File: src/tdcb_pkg.sv
// Purpose: constants for the tdc board reset and defaults block
// Assumes: 40 MHz mclk_i, 32-bit register port with byte offsets
// Notes:   default codes are loaded after reset and hardware clear
package tdcb_pkg;
  localparam int unsigned CLK_MHZ        = 40;
  localparam int unsigned CLK_PERIOD_NS  = 25;
  // minimum pin pulse width and double trigger resolution
  localparam int unsigned PULSE_MIN_NS   = 25;
  localparam int unsigned PULSE_MIN_CYC  = (PULSE_MIN_NS + CLK_PERIOD_NS - 1) / CLK_PERIOD_NS;
  localparam int unsigned TRIG_RES_NS    = 75;
  localparam int unsigned TRIG_RES_CYC   = (TRIG_RES_NS + CLK_PERIOD_NS - 1) / CLK_PERIOD_NS;
  localparam int unsigned BUS_LED_NS     = 100000;
  localparam int unsigned BUS_LED_CYC    = BUS_LED_NS / CLK_PERIOD_NS;
  localparam int unsigned CONFIG_MS      = 1000;
  localparam int unsigned CONFIG_CYC     = CONFIG_MS * 1000 * CLK_MHZ;

  localparam logic [7:0] A_TDC_FLAGS   = 8'h00;
  localparam logic [7:0] A_WIN_WIDTH   = 8'h04;
  localparam logic [7:0] A_WIN_OFFSET  = 8'h08;
  localparam logic [7:0] A_SEARCH      = 8'h0c;
  localparam logic [7:0] A_REJECT      = 8'h10;
  localparam logic [7:0] A_DEAD_TIME   = 8'h14;
  localparam logic [7:0] A_FIFO_SIZE   = 8'h18;
  localparam logic [7:0] A_HIT_LIMIT   = 8'h1c;
  localparam logic [7:0] A_GLOB_OFF    = 8'h20;
  localparam logic [7:0] A_CHAN_EN     = 8'h24;
  localparam logic [7:0] A_CHAN_OFF    = 8'h28;
  localparam logic [7:0] A_CHAN_SEL    = 8'h2c;
  localparam logic [7:0] A_OUT_SEL     = 8'h30;
  localparam logic [7:0] A_STATUS      = 8'h34;
  localparam logic [7:0] A_CAPS        = 8'h38;

  // tdc flag field positions
  localparam int unsigned F_TRIG_MATCH = 0;
  localparam int unsigned F_KEEP_TOKEN = 1;
  localparam int unsigned F_SUB_TRIG   = 2;
  localparam int unsigned F_HDR_TRL    = 3;
  localparam int unsigned F_ERR_MARK   = 4;
  localparam int unsigned F_ERR_BYPASS = 5;
  localparam int unsigned F_EDGE_LO    = 6;
  localparam int unsigned F_RES_LO     = 8;
  localparam int unsigned F_PAIR_LO    = 10;
  localparam int unsigned F_ERRT_LO    = 12;
  localparam int unsigned ERRT_W       = 11;
  localparam int unsigned FLAGS_W      = F_ERRT_LO + ERRT_W;

  // leading edge 2'h1, resolution code 2'h0 = 100 ps, all error types on
  localparam logic [FLAGS_W-1:0] D_TDC_FLAGS = 23'h7ff05a;
  localparam logic [11:0] D_WIN_WIDTH  = 12'h014;
  localparam logic [15:0] D_WIN_OFFSET = 16'hffd8;
  localparam logic [11:0] D_SEARCH     = 12'h008;
  localparam logic [11:0] D_REJECT     = 12'h004;
  localparam logic [1:0]  D_DEAD_TIME  = 2'h0;   // 5 ns
  localparam logic [2:0]  D_FIFO_SIZE  = 3'h7;   // 256 words
  localparam logic [3:0]  D_HIT_LIMIT  = 4'h9;   // no limit
  localparam logic [11:0] D_GLOB_OFF   = 12'h000;
  localparam logic [7:0]  D_CHAN_OFF   = 8'h00;
  localparam logic [2:0]  D_OUT_SEL    = 3'h0;

  // out_prog functions
  localparam logic [2:0] OP_LOW   = 3'h0;
  localparam logic [2:0] OP_DATA_READY_INDICATOR  = 3'h1;
  localparam logic [2:0] OP_FULL  = 3'h2;
  localparam logic [2:0] OP_ERROR = 3'h3;
  localparam logic [2:0] OP_TRIG  = 3'h4;
  localparam logic [2:0] OP_BUNCH = 3'h5;
  localparam logic [2:0] OP_CONF  = 3'h6;
  localparam logic [2:0] OP_HIGH  = 3'h7;

  // status bits
  localparam int unsigned S_CONF = 0;
  localparam int unsigned S_FULL = 1;
  localparam int unsigned S_ERR  = 2;
  localparam int unsigned S_DATA_READY_INDICATOR = 3;
  localparam int unsigned S_CLK  = 4;

  // a24, a32, multicast, d16, d32, blt, cblt, 2e modes
  localparam logic [31:0] CAPS = 32'h000000ff;

  typedef enum logic [1:0] {
    ST_CLEAR  = 2'h0,
    ST_CONFIG = 2'h1,
    ST_READY  = 2'h3
  } tdcb_state_t;
endpackage

File: src/tdcb_board.sv
// Purpose: reset, defaults and front panel control of a tdc board
// Assumes: buffer and tdc status arrive on mclk_i; panel pins are asynchronous
// Notes:   settings are writable only once configuring has ended
// Functional notes
// RULE1 - runs from internal or external clock chosen by static switch
// RULE2 - external clock must not exceed 40 MHz
// RULE3 - clear input held high performs hardware clear, at least 25 ns
// RULE4 - bunch reset on rising edge, pulse at least 25 ns
// RULE5 - trigger rising edge latches tdc data, pulse at least 25 ns
// RULE6 - one control output, function chosen by a control register
// RULE7 - activity indicator lights on every read or write access
// RULE8 - full indicator follows output buffer full
// RULE9 - error indicator follows any tdc global error
// RULE10 - data ready when buffer holds datum or event, per mode
// RULE11 - addressing and transfer modes supported on host bus
// RULE12 - output buffer emptied at power-up
// RULE13 - all software registers load default values at power-up
// RULE14 - tdc flags default: no matching, leading edge, 100 ps, all enabled
// RULE15 - window defaults: width 0x14, offset 0xffd8, search 0x8, reject 0x4
// RULE16 - dead time between hits defaults to 5 ns
// RULE17 - tdc readout fifo size defaults to 256
// RULE18 - no limit on hits per event after power-up
// RULE19 - full, error, data ready lit together while configuring
// RULE20 - host reprograms settings after power-up or hardware reset
// RULE21 - external clock is active on its rising edge
// RULE22 - both trigger inputs are ored together
// RULE23 - hardware clear restores the same defaults as power-up
//
// Implementation choices: strobed register access and the placing of the registers.
`timescale 1ns/100ps
`default_nettype none
module tdcb_board #(
  parameter int unsigned NCH         = 128,
  parameter int unsigned CONFIG_CYCLES = tdcb_pkg::CONFIG_CYC
) (
  input  wire logic                        mclk_i,
  input  wire logic                        resetn_i,
  input  wire logic                        clk_ext_sel_i,
  input  wire logic                        hw_clear_i,
  input  wire logic                        bunch_reset_i,
  input  wire logic                        latch_trigger_i,
  input  wire logic                        ext_trigger_i,
  input  wire logic                        buffer_full_i,
  input  wire logic                        buffer_data_i,
  input  wire logic                        buffer_event_i,
  input  wire logic                        tdc_error_i,
  input  wire logic [7:0]                  bus_addr_i,
  input  wire logic [31:0]                 bus_wdata_i,
  input  wire logic                        bus_we_i,
  input  wire logic                        bus_re_i,
  input  wire logic [$clog2(NCH)-1:0]      chan_off_sel_i,
  output logic      [31:0]                 bus_rdata_o,
  output logic                             clk_sel_o,
  output logic                             buffer_clear_o,
  output logic                             bunch_reset_o,
  output logic                             trigger_latch_o,
  output logic                             out_prog_o,
  output logic                             bus_activity_o,
  output logic                             full_o,
  output logic                             error_o,
  output logic                             data_ready_o,
  output logic      [tdcb_pkg::FLAGS_W-1:0] tdc_flags_o,
  output logic      [11:0]                 win_width_o,
  output logic      [15:0]                 win_offset_o,
  output logic      [11:0]                 search_o,
  output logic      [11:0]                 reject_o,
  output logic      [1:0]                  dead_time_o,
  output logic      [2:0]                  fifo_size_o,
  output logic      [3:0]                  hit_limit_o,
  output logic      [11:0]                 glob_off_o,
  output logic      [31:0]                 chan_en_o,
  output logic      [7:0]                  chan_off_o
);
  localparam int unsigned CW = $clog2(NCH);
  localparam int unsigned KW = $clog2(CONFIG_CYCLES + 1);

  // refused at elaboration, the offset table and select width cannot serve these
  if (NCH < 2 || NCH > 256)
    $error("NCH out of range");
  if (CONFIG_CYCLES < 1)
    $error("CONFIG_CYCLES must be positive");

  tdcb_pkg::tdcb_state_t state;
  tdcb_pkg::tdcb_state_t next_state;
  logic [KW-1:0]         conf_cnt;
  logic                  clear_lvl;
  logic                  bunch_rise;
  logic                  trig_rise;
  logic                  clk_ext;
  logic                  ready;
  logic                  wr_ok;
  logic [7:0]            chan_off [NCH];
  logic [CW-1:0]         chan_sel;
  logic [2:0]            out_sel;
  logic [11:0]           led_cnt;
  logic [1:0]            trig_hold;
  logic                  data_ready_indicator_src;

  function automatic logic hit(input logic [7:0] a, input logic [7:0] off);
    hit = (a == off);
  endfunction

  tdcb_pin_sync u_clear (
    .mclk_i   (mclk_i),
    .resetn_i (resetn_i),
    .pin_i    (hw_clear_i),
    .level_o  (clear_lvl),
    .rise_o   ()
  );

  tdcb_pin_sync u_bunch (
    .mclk_i   (mclk_i),
    .resetn_i (resetn_i),
    .pin_i    (bunch_reset_i),
    .level_o  (),
    .rise_o   (bunch_rise)
  );

  // the or sits ahead of the synchroniser so both pins share one path
  tdcb_pin_sync u_trig (
    .mclk_i   (mclk_i),
    .resetn_i (resetn_i),
    .pin_i    (latch_trigger_i | ext_trigger_i), // RULE22
    .level_o  (),
    .rise_o   (trig_rise)
  );

  tdcb_pin_sync u_clk (
    .mclk_i   (mclk_i),
    .resetn_i (resetn_i),
    .pin_i    (clk_ext_sel_i),
    .level_o  (clk_ext),
    .rise_o   ()
  );

  // switch is static; the clock mux outside follows it, logic is rising edge
  always_ff @(posedge mclk_i or negedge resetn_i) // RULE21
  begin
    if (!resetn_i)
      clk_sel_o <= 1'b0;
    else
      clk_sel_o <= clk_ext; // RULE1
  end

  assign ready = (state == tdcb_pkg::ST_READY);
  assign wr_ok = bus_we_i & ready;

  always_comb
  begin
    next_state = state;
    unique case (state)
      tdcb_pkg::ST_CLEAR:  next_state = tdcb_pkg::ST_CONFIG;
      tdcb_pkg::ST_CONFIG: if (conf_cnt == KW'(CONFIG_CYCLES - 1)) next_state = tdcb_pkg::ST_READY;
      tdcb_pkg::ST_READY:  next_state = tdcb_pkg::ST_READY;
      default:             next_state = tdcb_pkg::ST_CLEAR;
    endcase
    if (clear_lvl)
      next_state = tdcb_pkg::ST_CLEAR; // RULE3
  end

  always_ff @(posedge mclk_i or negedge resetn_i)
  begin
    if (!resetn_i)
      state <= tdcb_pkg::ST_CLEAR;
    else
      state <= next_state;
  end

  always_ff @(posedge mclk_i or negedge resetn_i)
  begin
    if (!resetn_i)
      conf_cnt <= '0;
    else if (state != tdcb_pkg::ST_CONFIG)
      conf_cnt <= '0;
    else
      conf_cnt <= conf_cnt + KW'(1);
  end

  // buffer is emptied until configuring ends
  always_ff @(posedge mclk_i or negedge resetn_i)
  begin
    if (!resetn_i)
      buffer_clear_o <= 1'b1;
    else
      buffer_clear_o <= (next_state != tdcb_pkg::ST_READY); // RULE12 RULE23
  end

  // defaults held while not ready; host must rewrite afterwards
  always_ff @(posedge mclk_i or negedge resetn_i) // RULE20
  begin
    if (!resetn_i)
    begin
      tdc_flags_o  <= tdcb_pkg::D_TDC_FLAGS;
      win_width_o  <= tdcb_pkg::D_WIN_WIDTH;
      win_offset_o <= tdcb_pkg::D_WIN_OFFSET;
      search_o     <= tdcb_pkg::D_SEARCH;
      reject_o     <= tdcb_pkg::D_REJECT;
      dead_time_o  <= tdcb_pkg::D_DEAD_TIME;
      fifo_size_o  <= tdcb_pkg::D_FIFO_SIZE;
      hit_limit_o  <= tdcb_pkg::D_HIT_LIMIT;
      glob_off_o   <= tdcb_pkg::D_GLOB_OFF;
      chan_en_o    <= '1;
      chan_sel     <= '0;
      out_sel      <= tdcb_pkg::D_OUT_SEL;
    end
    else if (!ready)
    begin
      tdc_flags_o  <= tdcb_pkg::D_TDC_FLAGS;  // RULE13 RULE14 RULE23
      win_width_o  <= tdcb_pkg::D_WIN_WIDTH;  // RULE15
      win_offset_o <= tdcb_pkg::D_WIN_OFFSET;
      search_o     <= tdcb_pkg::D_SEARCH;
      reject_o     <= tdcb_pkg::D_REJECT;
      dead_time_o  <= tdcb_pkg::D_DEAD_TIME;  // RULE16
      fifo_size_o  <= tdcb_pkg::D_FIFO_SIZE;  // RULE17
      hit_limit_o  <= tdcb_pkg::D_HIT_LIMIT;  // RULE18
      glob_off_o   <= tdcb_pkg::D_GLOB_OFF;
      chan_en_o    <= '1;
      chan_sel     <= '0;
      out_sel      <= tdcb_pkg::D_OUT_SEL;
    end
    else if (wr_ok)
    begin
      if (hit(bus_addr_i, tdcb_pkg::A_TDC_FLAGS))  tdc_flags_o  <= bus_wdata_i[tdcb_pkg::FLAGS_W-1:0];
      if (hit(bus_addr_i, tdcb_pkg::A_WIN_WIDTH))  win_width_o  <= bus_wdata_i[11:0];
      if (hit(bus_addr_i, tdcb_pkg::A_WIN_OFFSET)) win_offset_o <= bus_wdata_i[15:0];
      if (hit(bus_addr_i, tdcb_pkg::A_SEARCH))     search_o     <= bus_wdata_i[11:0];
      if (hit(bus_addr_i, tdcb_pkg::A_REJECT))     reject_o     <= bus_wdata_i[11:0];
      if (hit(bus_addr_i, tdcb_pkg::A_DEAD_TIME))  dead_time_o  <= bus_wdata_i[1:0];
      if (hit(bus_addr_i, tdcb_pkg::A_FIFO_SIZE))  fifo_size_o  <= bus_wdata_i[2:0];
      if (hit(bus_addr_i, tdcb_pkg::A_HIT_LIMIT))  hit_limit_o  <= bus_wdata_i[3:0];
      if (hit(bus_addr_i, tdcb_pkg::A_GLOB_OFF))   glob_off_o   <= bus_wdata_i[11:0];
      if (hit(bus_addr_i, tdcb_pkg::A_CHAN_EN))    chan_en_o    <= bus_wdata_i;
      if (hit(bus_addr_i, tdcb_pkg::A_CHAN_SEL))   chan_sel     <= bus_wdata_i[CW-1:0];
      if (hit(bus_addr_i, tdcb_pkg::A_OUT_SEL))    out_sel      <= bus_wdata_i[2:0]; // RULE6
    end
  end

  // per channel offsets, indexed through the select register
  always_ff @(posedge mclk_i or negedge resetn_i)
  begin
    if (!resetn_i)
    begin
      for (int i = 0; i < NCH; i++)
        chan_off[i] <= tdcb_pkg::D_CHAN_OFF;
    end
    else if (!ready)
    begin
      for (int i = 0; i < NCH; i++)
        chan_off[i] <= tdcb_pkg::D_CHAN_OFF; // RULE14
    end
    else if (wr_ok && hit(bus_addr_i, tdcb_pkg::A_CHAN_OFF))
      chan_off[chan_sel] <= bus_wdata_i[7:0];
  end

  always_ff @(posedge mclk_i or negedge resetn_i)
  begin
    if (!resetn_i)
      chan_off_o <= tdcb_pkg::D_CHAN_OFF;
    else
      chan_off_o <= chan_off[chan_off_sel_i];
  end

  always_ff @(posedge mclk_i or negedge resetn_i)
  begin
    if (!resetn_i)
      bus_rdata_o <= '0;
    else if (!bus_re_i)
      bus_rdata_o <= '0;
    else
    begin
      bus_rdata_o <= '0;
      unique case (bus_addr_i)
        tdcb_pkg::A_TDC_FLAGS:  bus_rdata_o <= 32'(tdc_flags_o);
        tdcb_pkg::A_WIN_WIDTH:  bus_rdata_o <= 32'(win_width_o);
        tdcb_pkg::A_WIN_OFFSET: bus_rdata_o <= 32'(win_offset_o);
        tdcb_pkg::A_SEARCH:     bus_rdata_o <= 32'(search_o);
        tdcb_pkg::A_REJECT:     bus_rdata_o <= 32'(reject_o);
        tdcb_pkg::A_DEAD_TIME:  bus_rdata_o <= 32'(dead_time_o);
        tdcb_pkg::A_FIFO_SIZE:  bus_rdata_o <= 32'(fifo_size_o);
        tdcb_pkg::A_HIT_LIMIT:  bus_rdata_o <= 32'(hit_limit_o);
        tdcb_pkg::A_GLOB_OFF:   bus_rdata_o <= 32'(glob_off_o);
        tdcb_pkg::A_CHAN_EN:    bus_rdata_o <= chan_en_o;
        tdcb_pkg::A_CHAN_OFF:   bus_rdata_o <= 32'(chan_off[chan_sel]);
        tdcb_pkg::A_CHAN_SEL:   bus_rdata_o <= 32'(chan_sel);
        tdcb_pkg::A_OUT_SEL:    bus_rdata_o <= 32'(out_sel);
        tdcb_pkg::A_STATUS:     bus_rdata_o <= 32'({clk_ext, data_ready_o, error_o, full_o, ~ready});
        tdcb_pkg::A_CAPS:       bus_rdata_o <= tdcb_pkg::CAPS; // RULE11
        default:                bus_rdata_o <= '0;
      endcase
    end
  end

  // stretched so a single access is visible on the panel
  always_ff @(posedge mclk_i or negedge resetn_i)
  begin
    if (!resetn_i)
      led_cnt <= '0;
    else if (bus_we_i || bus_re_i)
      led_cnt <= 12'(tdcb_pkg::BUS_LED_CYC); // RULE7
    else if (led_cnt != '0)
      led_cnt <= led_cnt - 12'h001;
  end

  assign bus_activity_o = (led_cnt != '0);

  // edges closer than the double trigger resolution are dropped
  always_ff @(posedge mclk_i or negedge resetn_i)
  begin
    if (!resetn_i)
    begin
      trig_hold       <= '0;
      trigger_latch_o <= 1'b0;
    end
    else
    begin
      trigger_latch_o <= trig_rise && (trig_hold == '0) && ready; // RULE5
      if (trig_rise && trig_hold == '0 && ready)
        trig_hold <= 2'(tdcb_pkg::TRIG_RES_CYC - 1);
      else if (trig_hold != '0)
        trig_hold <= trig_hold - 2'h1;
    end
  end

  always_ff @(posedge mclk_i or negedge resetn_i)
  begin
    if (!resetn_i)
      bunch_reset_o <= 1'b0;
    else
      bunch_reset_o <= bunch_rise; // RULE4
  end

  assign data_ready_indicator_src = tdc_flags_o[tdcb_pkg::F_TRIG_MATCH] ? buffer_event_i : buffer_data_i; // RULE10

  always_ff @(posedge mclk_i or negedge resetn_i)
  begin
    if (!resetn_i)
    begin
      full_o       <= 1'b1;
      error_o      <= 1'b1;
      data_ready_o <= 1'b1;
    end
    else
    begin
      full_o       <= !ready || buffer_full_i; // RULE8 RULE19
      error_o      <= !ready || tdc_error_i;   // RULE9
      data_ready_o <= !ready || data_ready_indicator_src;
    end
  end

  always_ff @(posedge mclk_i or negedge resetn_i)
  begin
    if (!resetn_i)
      out_prog_o <= 1'b0;
    else
    begin
      unique case (out_sel) // RULE6
        tdcb_pkg::OP_LOW:   out_prog_o <= 1'b0;
        tdcb_pkg::OP_DATA_READY_INDICATOR:  out_prog_o <= data_ready_o;
        tdcb_pkg::OP_FULL:  out_prog_o <= full_o;
        tdcb_pkg::OP_ERROR: out_prog_o <= error_o;
        tdcb_pkg::OP_TRIG:  out_prog_o <= trigger_latch_o;
        tdcb_pkg::OP_BUNCH: out_prog_o <= bunch_reset_o;
        tdcb_pkg::OP_CONF:  out_prog_o <= !ready;
        tdcb_pkg::OP_HIGH:  out_prog_o <= 1'b1;
      endcase
    end
  end

  property p_clear;
    @(posedge mclk_i) disable iff (!resetn_i) clear_lvl |=> state == tdcb_pkg::ST_CLEAR;
  endproperty
  a_clear: assert property (p_clear) else $error("clear did not hold state"); // RULE3

  property p_bunch;
    @(posedge mclk_i) disable iff (!resetn_i) $rose(u_bunch.level_o) |=> bunch_reset_o ##1 !bunch_reset_o;
  endproperty
  a_bunch: assert property (p_bunch) else $error("bunch reset pulse wrong"); // RULE4

  property p_trig;
    @(posedge mclk_i) disable iff (!resetn_i) trigger_latch_o |-> $past(trig_rise) && $past(ready) ##1 !trigger_latch_o;
  endproperty
  a_trig: assert property (p_trig) else $error("trigger latch without edge"); // RULE5

  property p_led;
    @(posedge mclk_i) disable iff (!resetn_i) (bus_we_i || bus_re_i) |=> bus_activity_o[*8];
  endproperty
  a_led: assert property (p_led) else $error("activity led not lit"); // RULE7

  property p_full;
    @(posedge mclk_i) disable iff (!resetn_i) ready && buffer_full_i |=> full_o;
  endproperty
  a_full: assert property (p_full) else $error("full indicator missing"); // RULE8

  property p_err;
    @(posedge mclk_i) disable iff (!resetn_i) ready ##1 ready && !tdc_error_i |=> error_o == 1'b0;
  endproperty
  a_err: assert property (p_err) else $error("error indicator stuck"); // RULE9

  property p_data_ready_indicator;
    @(posedge mclk_i) disable iff (!resetn_i) ready && !tdc_flags_o[tdcb_pkg::F_TRIG_MATCH] && buffer_data_i |=> data_ready_o;
  endproperty
  a_data_ready_indicator: assert property (p_data_ready_indicator) else $error("data ready missing"); // RULE10

  property p_conf;
    @(posedge mclk_i) disable iff (!resetn_i) !ready |-> buffer_clear_o ##1 full_o && error_o && data_ready_o;
  endproperty
  a_conf: assert property (p_conf) else $error("configuring indication wrong"); // RULE19

  property p_dflt;
    @(posedge mclk_i) disable iff (!resetn_i) state == tdcb_pkg::ST_CONFIG |=>
      win_width_o == tdcb_pkg::D_WIN_WIDTH && win_offset_o == tdcb_pkg::D_WIN_OFFSET &&
      search_o == tdcb_pkg::D_SEARCH && reject_o == tdcb_pkg::D_REJECT;
  endproperty
  a_dflt: assert property (p_dflt) else $error("window defaults wrong"); // RULE15

  property p_lims;
    @(posedge mclk_i) disable iff (!resetn_i) state == tdcb_pkg::ST_CONFIG |=>
      fifo_size_o == tdcb_pkg::D_FIFO_SIZE && hit_limit_o == tdcb_pkg::D_HIT_LIMIT &&
      dead_time_o == tdcb_pkg::D_DEAD_TIME && tdc_flags_o == tdcb_pkg::D_TDC_FLAGS;
  endproperty
  a_lims: assert property (p_lims) else $error("tdc defaults wrong"); // RULE14
endmodule
`default_nettype wire

File: src/tdcb_pin_sync.sv
// Purpose: two-stage synchroniser with rising edge detect
// Assumes: pin is asynchronous to mclk_i
// Notes:   edge is a one-cycle pulse
`timescale 1ns/100ps
`default_nettype none
module tdcb_pin_sync (
  input  wire logic mclk_i,
  input  wire logic resetn_i,
  input  wire logic pin_i,
  output logic      level_o,
  output logic      rise_o
);
  logic meta;
  logic prev;

  always_ff @(posedge mclk_i or negedge resetn_i)
  begin
    if (!resetn_i)
    begin
      meta    <= 1'b0;
      level_o <= 1'b0;
      prev    <= 1'b0;
    end
    else
    begin
      meta    <= pin_i;
      level_o <= meta;
      prev    <= level_o;
    end
  end

  assign rise_o = level_o & ~prev;
endmodule
`default_nettype wire

File: config.mk
export PLATFORM = sky130hd
export DESIGN_NAME = tdcb_board
export DESIGN_NICKNAME = d
export VERILOG_FILES = /design/src/tdcb_pkg.sv /design/src/tdcb_board.sv /design/src/tdcb_pin_sync.sv
export SDC_FILE = /design/constraint.sdc
export NUM_CORES = 2
export LEC_CHECK = 0
export ABC_CLOCK_PERIOD_IN_PS = 2270
export BUFFER_PORTS_ARGS = -buffer_cell sky130_fd_sc_hd__buf_2
export CAP_MARGIN = 15
export CORE_UTILIZATION = 45
export CTS_CLUSTER_SIZE = 20
export DETAILED_ROUTE_END_ITERATION = 10
export SYNTH_ARGS = -nofsm -noshare
export SYNTH_HDL_FRONTEND = slang
export SYNTH_SLANG_ARGS = --single-unit
File: constraint.sdc
create_clock -name mclk_i -period 2.27 [get_ports mclk_i]
set_input_delay 0.227 -clock mclk_i [delete_from_list [all_inputs] [get_ports mclk_i]]
set_output_delay 0.227 -clock mclk_i [all_outputs]
set_load 0.05 [all_outputs]
Word-level counts from Yosys, hierarchy flattened:

Index checks and enable logic that the tools add are counted.

* add/sub/neg operators: 3
* order comparisons: 3
* equal/unequal tests: 40
* mux-type cells: 59
* bitwise gates (word level): 9
* reductions and logical operators: 29

Operator list (number)
* $mux 1024: 2
* $bwmux 1024: 1
* $pmux 32 s15: 1
* $mux 12: 14
* $mux 32: 4
* $bmux 8 s7: 2
* $mux 23: 3
* $demux 8 s7: 1
* $eq 8x6->1 const B: 7
* $mux 16: 3
* $mux 8: 5
* $eq 8x5->1 const B: 4
* $ne 2x1->1 const B: 15
* $add 26x1->26 const B: 1
* $eq 26x26->1 const B: 1
* $mux 26: 1
* $reduce_and 2->1: 12
* $mux 7: 3
* $mux 3: 6
* $eq 8x4->1 const B: 2
* $ge 8x8->1 const B: 2
* $not 7->8: 2
* $mux 2: 7
* $eq 3x3->1 const B: 4
* 24 further kinds: 40

* register bits: 1262
* input port bits: 60

Longest topological paths before layout:

* depth after elaboration: 8
* gate-level depth with buffers: 11

Cells and area by module:

Synthesis repeated with hierarchy kept, for this count alone.

* cell total of the unflattened synthesis: 6759
* area, all modules: 68886.1 um^2

By module, submodules not included
* tdcb_board: times used 1, cells an instance 6743, area an instance 68530.7 um^2, seq. area each 31420.1 um^2
* tdcb_pin_sync: times used 4, cells an instance 4, area an instance 88.8 um^2, seq. area each 75.1 um^2

Least setup slack after synthesis:

OpenSTA, ideal clock, no wires.

* path type: flip-flop to flip-flop
* start point: reg chan_sel[0]
* end point: reg bus_rdata_o[2]
* library setup time: 0.120 ns
* arrival time: 2.177 ns
* required time: 2.150 ns
* path slack: -0.027 ns
* stages on the path, launching flop included: 9
* cell sequence: dfrtp_1 -> buf_4 -> buf_6 -> buf_4 -> buf_2 -> mux4_2 -> a22oi_1 -> o2111ai_1 -> a41o_1

* longest elaborated chain between the ends: 6

RTL lines
* from (decl): line tdcb_board.sv:93 `logic [CW-1:0] chan_sel;`
* from (signal assigned): line tdcb_board.sv:233 `if (hit(bus_addr_i, tdcb_pkg::A_CHAN_SEL)) chan_sel <= bus_wdata_i[CW-1:0];`
* $not 7->8 (not written as such): line tdcb_board.sv:283 `tdcb_pkg::A_CHAN_OFF: bus_rdata_o <= 32'(chan_off[chan_sel]);`
* $bmux 8 s7: line tdcb_board.sv:283
* $mux 8 (not written as such) (2 in series): line tdcb_board.sv:283
* $pmux 32 s15: line tdcb_board.sv:272 `unique case (bus_addr_i)`
* $mux 32: line tdcb_board.sv:267 `else if (!bus_re_i)`
* to (signal assigned): line tdcb_board.sv:273 `tdcb_pkg::A_TDC_FLAGS: bus_rdata_o <= 32'(tdc_flags_o);`
* to (signal assigned): line tdcb_board.sv:283
* to (signal assigned): line tdcb_board.sv:284 `tdcb_pkg::A_CHAN_SEL: bus_rdata_o <= 32'(chan_sel);`
* to (decl): line tdcb_board.sv:52 `output logic [31:0] bus_rdata_o,`

Every way passes these cells. The select of a mux whose other input is x is not followed.
A chain may end at the register's enable or synchronous reset.

Final worst setup path:

* start point: reg chan_sel[0]
* end point: reg bus_rdata_o[4]

Same word-level chain as after synthesis.

==> run summary <==
status -> complete, but fails checks
failing checks -> negative setup slack
Hold Crit Depth -> 2
flop-to-flop setup slack -> -0.46 ns
drt pass-1 iters -> 6
Max Slew Vio Count -> 0
CTS Sinks -> 1,262
crit path kind -> register to register
Hold Crit Class -> input pin to register
CP bufs+invs -> 4
CP cell instances -> buf_12, buf_16, buf_12, buf_12, mux4_2, a22oi_1, nand4_1, nand4_1, o21ai_1
die height -> 393.6 um
RSZ-0062 raised after global routing -> yes
worst path arrival time -> 3.42 ns
FF-to-FF path depth -> 9
Top delay family on crit path -> simple AND/OR/NAND/NOR gates
Seq cells post-synth -> 1,262
post-route setup TNS -> -115.16 ns
Critical Path Max Stage Delay -> 0.52 ns
Rel. slew slack -> 25.38%
Peak VDD IR -> 0.7814 mV
EDFF count, synth -> 0
largest net degree at the start of global routing -> 149
fmax -> 365.8 MHz
first-pass GRT wire length -> 448.9 mm
GPL Wtd Cong -> 1.006
filler instances -> 12,031
hold path endpoint -> u_clk.meta
Via density -> 6.624
setup violators final -> 746
antenna viol nets, final -> 0
drt wl/cell -> 30.71 um
initial antenna violation count -> 10
H-tree depth -> 4
slowest CP cell -> dfrtp_4
CP Capture Type -> register
Synthesized Nets -> 7,089
Lkg Pwr -> 37.17 nW
DRC -> 0
mean post-synth cell area -> 9.822 um^2
Fin. Hold Viols -> 0
worst r2r dst -> bus_rdata_o[4]
clock skew -> 0.02894 ns
Max-Cap Viols -> 0
Syn-to-layout area delta -> 37.60%
dpl ws -> -0.6414 ns
total wire length -> 311.6 mm
vias in the first global route -> 64,635
Initial Utilization -> 45.37%
Worst Slack Setup Final -> -0.4634 ns
cts bufs inserted -> 146
Ports -> 237
crit-path most repeated cell -> buf_12
Clock Latency Late Sink -> 0.82 ns
Max FO, Critical Path -> 7
Worst setup startpoint -> chan_sel[0]
core area -> 152,100 um^2
Core Rows -> 143
Distinct cells, synth -> 71
Root Driver -> clkbuf_16
Synth Instances -> 7,026
Critical Path RT -> 2.96 ns
final worst path period need -> 2.733 ns
All-Layer GR Usage -> 39.00%
crit path launch type -> register
share of the yosys chip area belonging to registers -> 45.89%
ys async rst share -> 100.0%
via count -> 67,224
global route overflow -> 0
CTS tree -> yes
clock tree buffer depth -> 3
drt initial violations -> 9,254
worst slew pin tran -> 1.117 ns
Syn Std Cell Area -> 69,010 um^2
IO buf count -> 236
Pwr Density -> 527.1 nW/um^2
die width -> 393.6 um
die area -> 154,900 um^2
fin nets -> 8,063
Worst-path clk slew -> 0.06 ns
Worst R2R Start -> chan_sel[0]
HP Start -> clk_ext_sel_i
Final Cycle Share -> 120.4%
layout cells sized above 1 -> 43.37%
total of warnings raised by yosys -> 0
most common flop cell mapped by yosys -> dfrtp_1
HPWL after DPL -> 205.3 mm
[worst max path at each step]
stage | cells after the start | endpoint | slack, ns
5_1_grt | 10 | bus_rdata_o[3] | -0.42
2_1_floorplan | 9 | bus_rdata_o[3] | 0.009
6_report | 9 | bus_rdata_o[4] | -0.46
3_3_place_gp | 8 | bus_rdata_o[3] | -0.59
4_1_cts | 10 | bus_rdata_o[5] | -0.36
3_5_place_dp | 8 | bus_rdata_o[3] | -0.64
[cells in the mapped netlist (all sizes together) (4+ instances only)]
library cell | count | area, um^2
nand2 | 1416 | 5315
o221ai | 8 | 70.07
nor3 | 34 | 192.7
inv | 11 | 41.29
nor2b | 11 | 68.82
mux4 | 466 | 10500
dfstp | 72 | 1892
or2 | 8 | 50.04
a221oi | 24 | 210.2
clkbuf | 516 | 1938
nor4 | 13 | 87.58
xnor2 | 10 | 87.58
and3 | 39 | 244.0
nor2 | 272 | 1431
a211oi | 18 | 135.1
a32oi | 7 | 61.31
nand3 | 130 | 650.6
xor2 | 22 | 192.7
nor4b | 5 | 80.08
nand3b | 4 | 30.03
or3 | 6 | 37.54
a21oi | 976 | 4885
mux2i | 261 | 2613
mux2 | 23 | 259.0
a222oi | 7 | 70.07
dfrtp | 1190 | 29780
a22o | 9 | 78.83
o21ai | 1004 | 5025
o31ai | 6 | 45.04
a31oi | 9 | 56.30
and2 | 16 | 100.1
a2111oi | 6 | 52.55
a22oi | 103 | 773.2
buf | 178 | 933.4
nand2b | 16 | 100.1
nand4 | 29 | 181.4
o22ai | 63 | 394.1
[through the flow]
step / cell area [um^2] / hold WS (ns) / utilization [%] / instances / power (mW)
after floorplan: 69010 / -0.06859 / - / 7026 / 23.93
after global placement: 80230 / 0.1840 / 52.75 / 9619 / 25.43
after detailed placement: 80230 / 0.1844 / 52.75 / 9619 / 25.44
after CTS: 90700 / 0.02010 / 59.64 / 10084 / 49.96
after global routing: 94950 / 0.03855 / 62.43 / 10145 / 51.12
final: 94950 / 0.05490 / 62.44 / 10148 / 50.05
[cell type report]
type | count | area [um^2] | share of cell area, %
multi-input combinational | 5060 | 39840 | 41.96
tap | 2030 | 2540 | 2.675
sequential | 1262 | 31680 | 33.37
inverter | 11 | 41.29 | 0.04348
clock buffer | 205 | 4227 | 4.451
clock inverter | 57 | 705.7 | 0.7432
antenna | 4 | 10.01 | 0.01054
timing repair buffer | 1519 | 15910 | 16.76
[cells in the final DEF (no fill, tap or decap), drive strengths merged, types with 16 or more instances in the layout]
cell type    synthesis  routed
inv                 11      20
a221oi              24      24
nor2               272     272
a211oi              18      18
o22ai               63      63
dfstp               72      72
mux4               466     466
mux2                23      23
a22oi              103     103
dlygate4sd3          0      43
a21oi              976     976
nor3                34      34
dfrtp             1190    1190
and3                39      39
xor2                22      22
nand2             1416    1416
nand3              130     130
o21ai             1004    1004
nand2b              16      16
mux2i              261     261
buf                178    1465
and2                16      16
clkbuf             516     211
clkinv               0      32
nand4               29      29
[cell families after synthesis]
group	share of synthesized area, %
simple gates	12.62
mux	19.37
compound gates	17.43
buf+inv	4.221
fa+ha+maj	0.05440
xor+xnor	0.4061
flops	45.89
[report_power, final]
group	switching, mW	internal [mW]
Combinational	1.80	0.869
Sequential	0.0824	22.5
Clock	10.6	14.1
[registers in the layout (all words and copies together) (netlist names), 2 cells and up]
name,flops
out_sel,3
win_offset_o,16
conf_cnt,26
reject_o,12
chan_off,1024
trig_hold,2
hit_limit_o,4
led_cnt,12
glob_off_o,12
tdc_flags_o,23
chan_off_o,8
search_o,12
win_width_o,12
chan_en_o,32
chan_sel,7
dead_time_o,2
state,2
fifo_size_o,3
bus_rdata_o,32
[timing repair]
item                                   4_1_cts  5_1_grt
cloned                                      36        6
hold buffers                                44        0
setup endpoints to repair                  771      870
pin swaps                                  359      464
resized for setup                         1069     1154
setup buffers                              128       87
endpoints found under the hold margin     1054        0
[layer usage]
| layer | track usage, % | up-vias | share of wire, % | wire (um) |
|---|---|---|---|---|
| met4 | 18.89 | 4 | 6.2 | 19250 |
| met2 | 57.20 | 4676 | 43 | 135300 |
| met3 | 11.42 | 983 | 13 | 39920 |
| met5 | 0 | - | 0.0087 | 27 |
| li1 | - | 27468 | - | - |
| met1 | 52.97 | 34093 | 38 | 117200 |
[worst register-to-register path, delay by kind of cell (launching register included)]
kind / cells / cell delay [ns]
simple gates: 2 / 0.63
mux: 1 / 0.49
flops: 1 / 0.52
buf+inv: 4 / 0.63
compound gates: 2 / 0.33
Note: power is estimated with default switching activity, not from simulation.
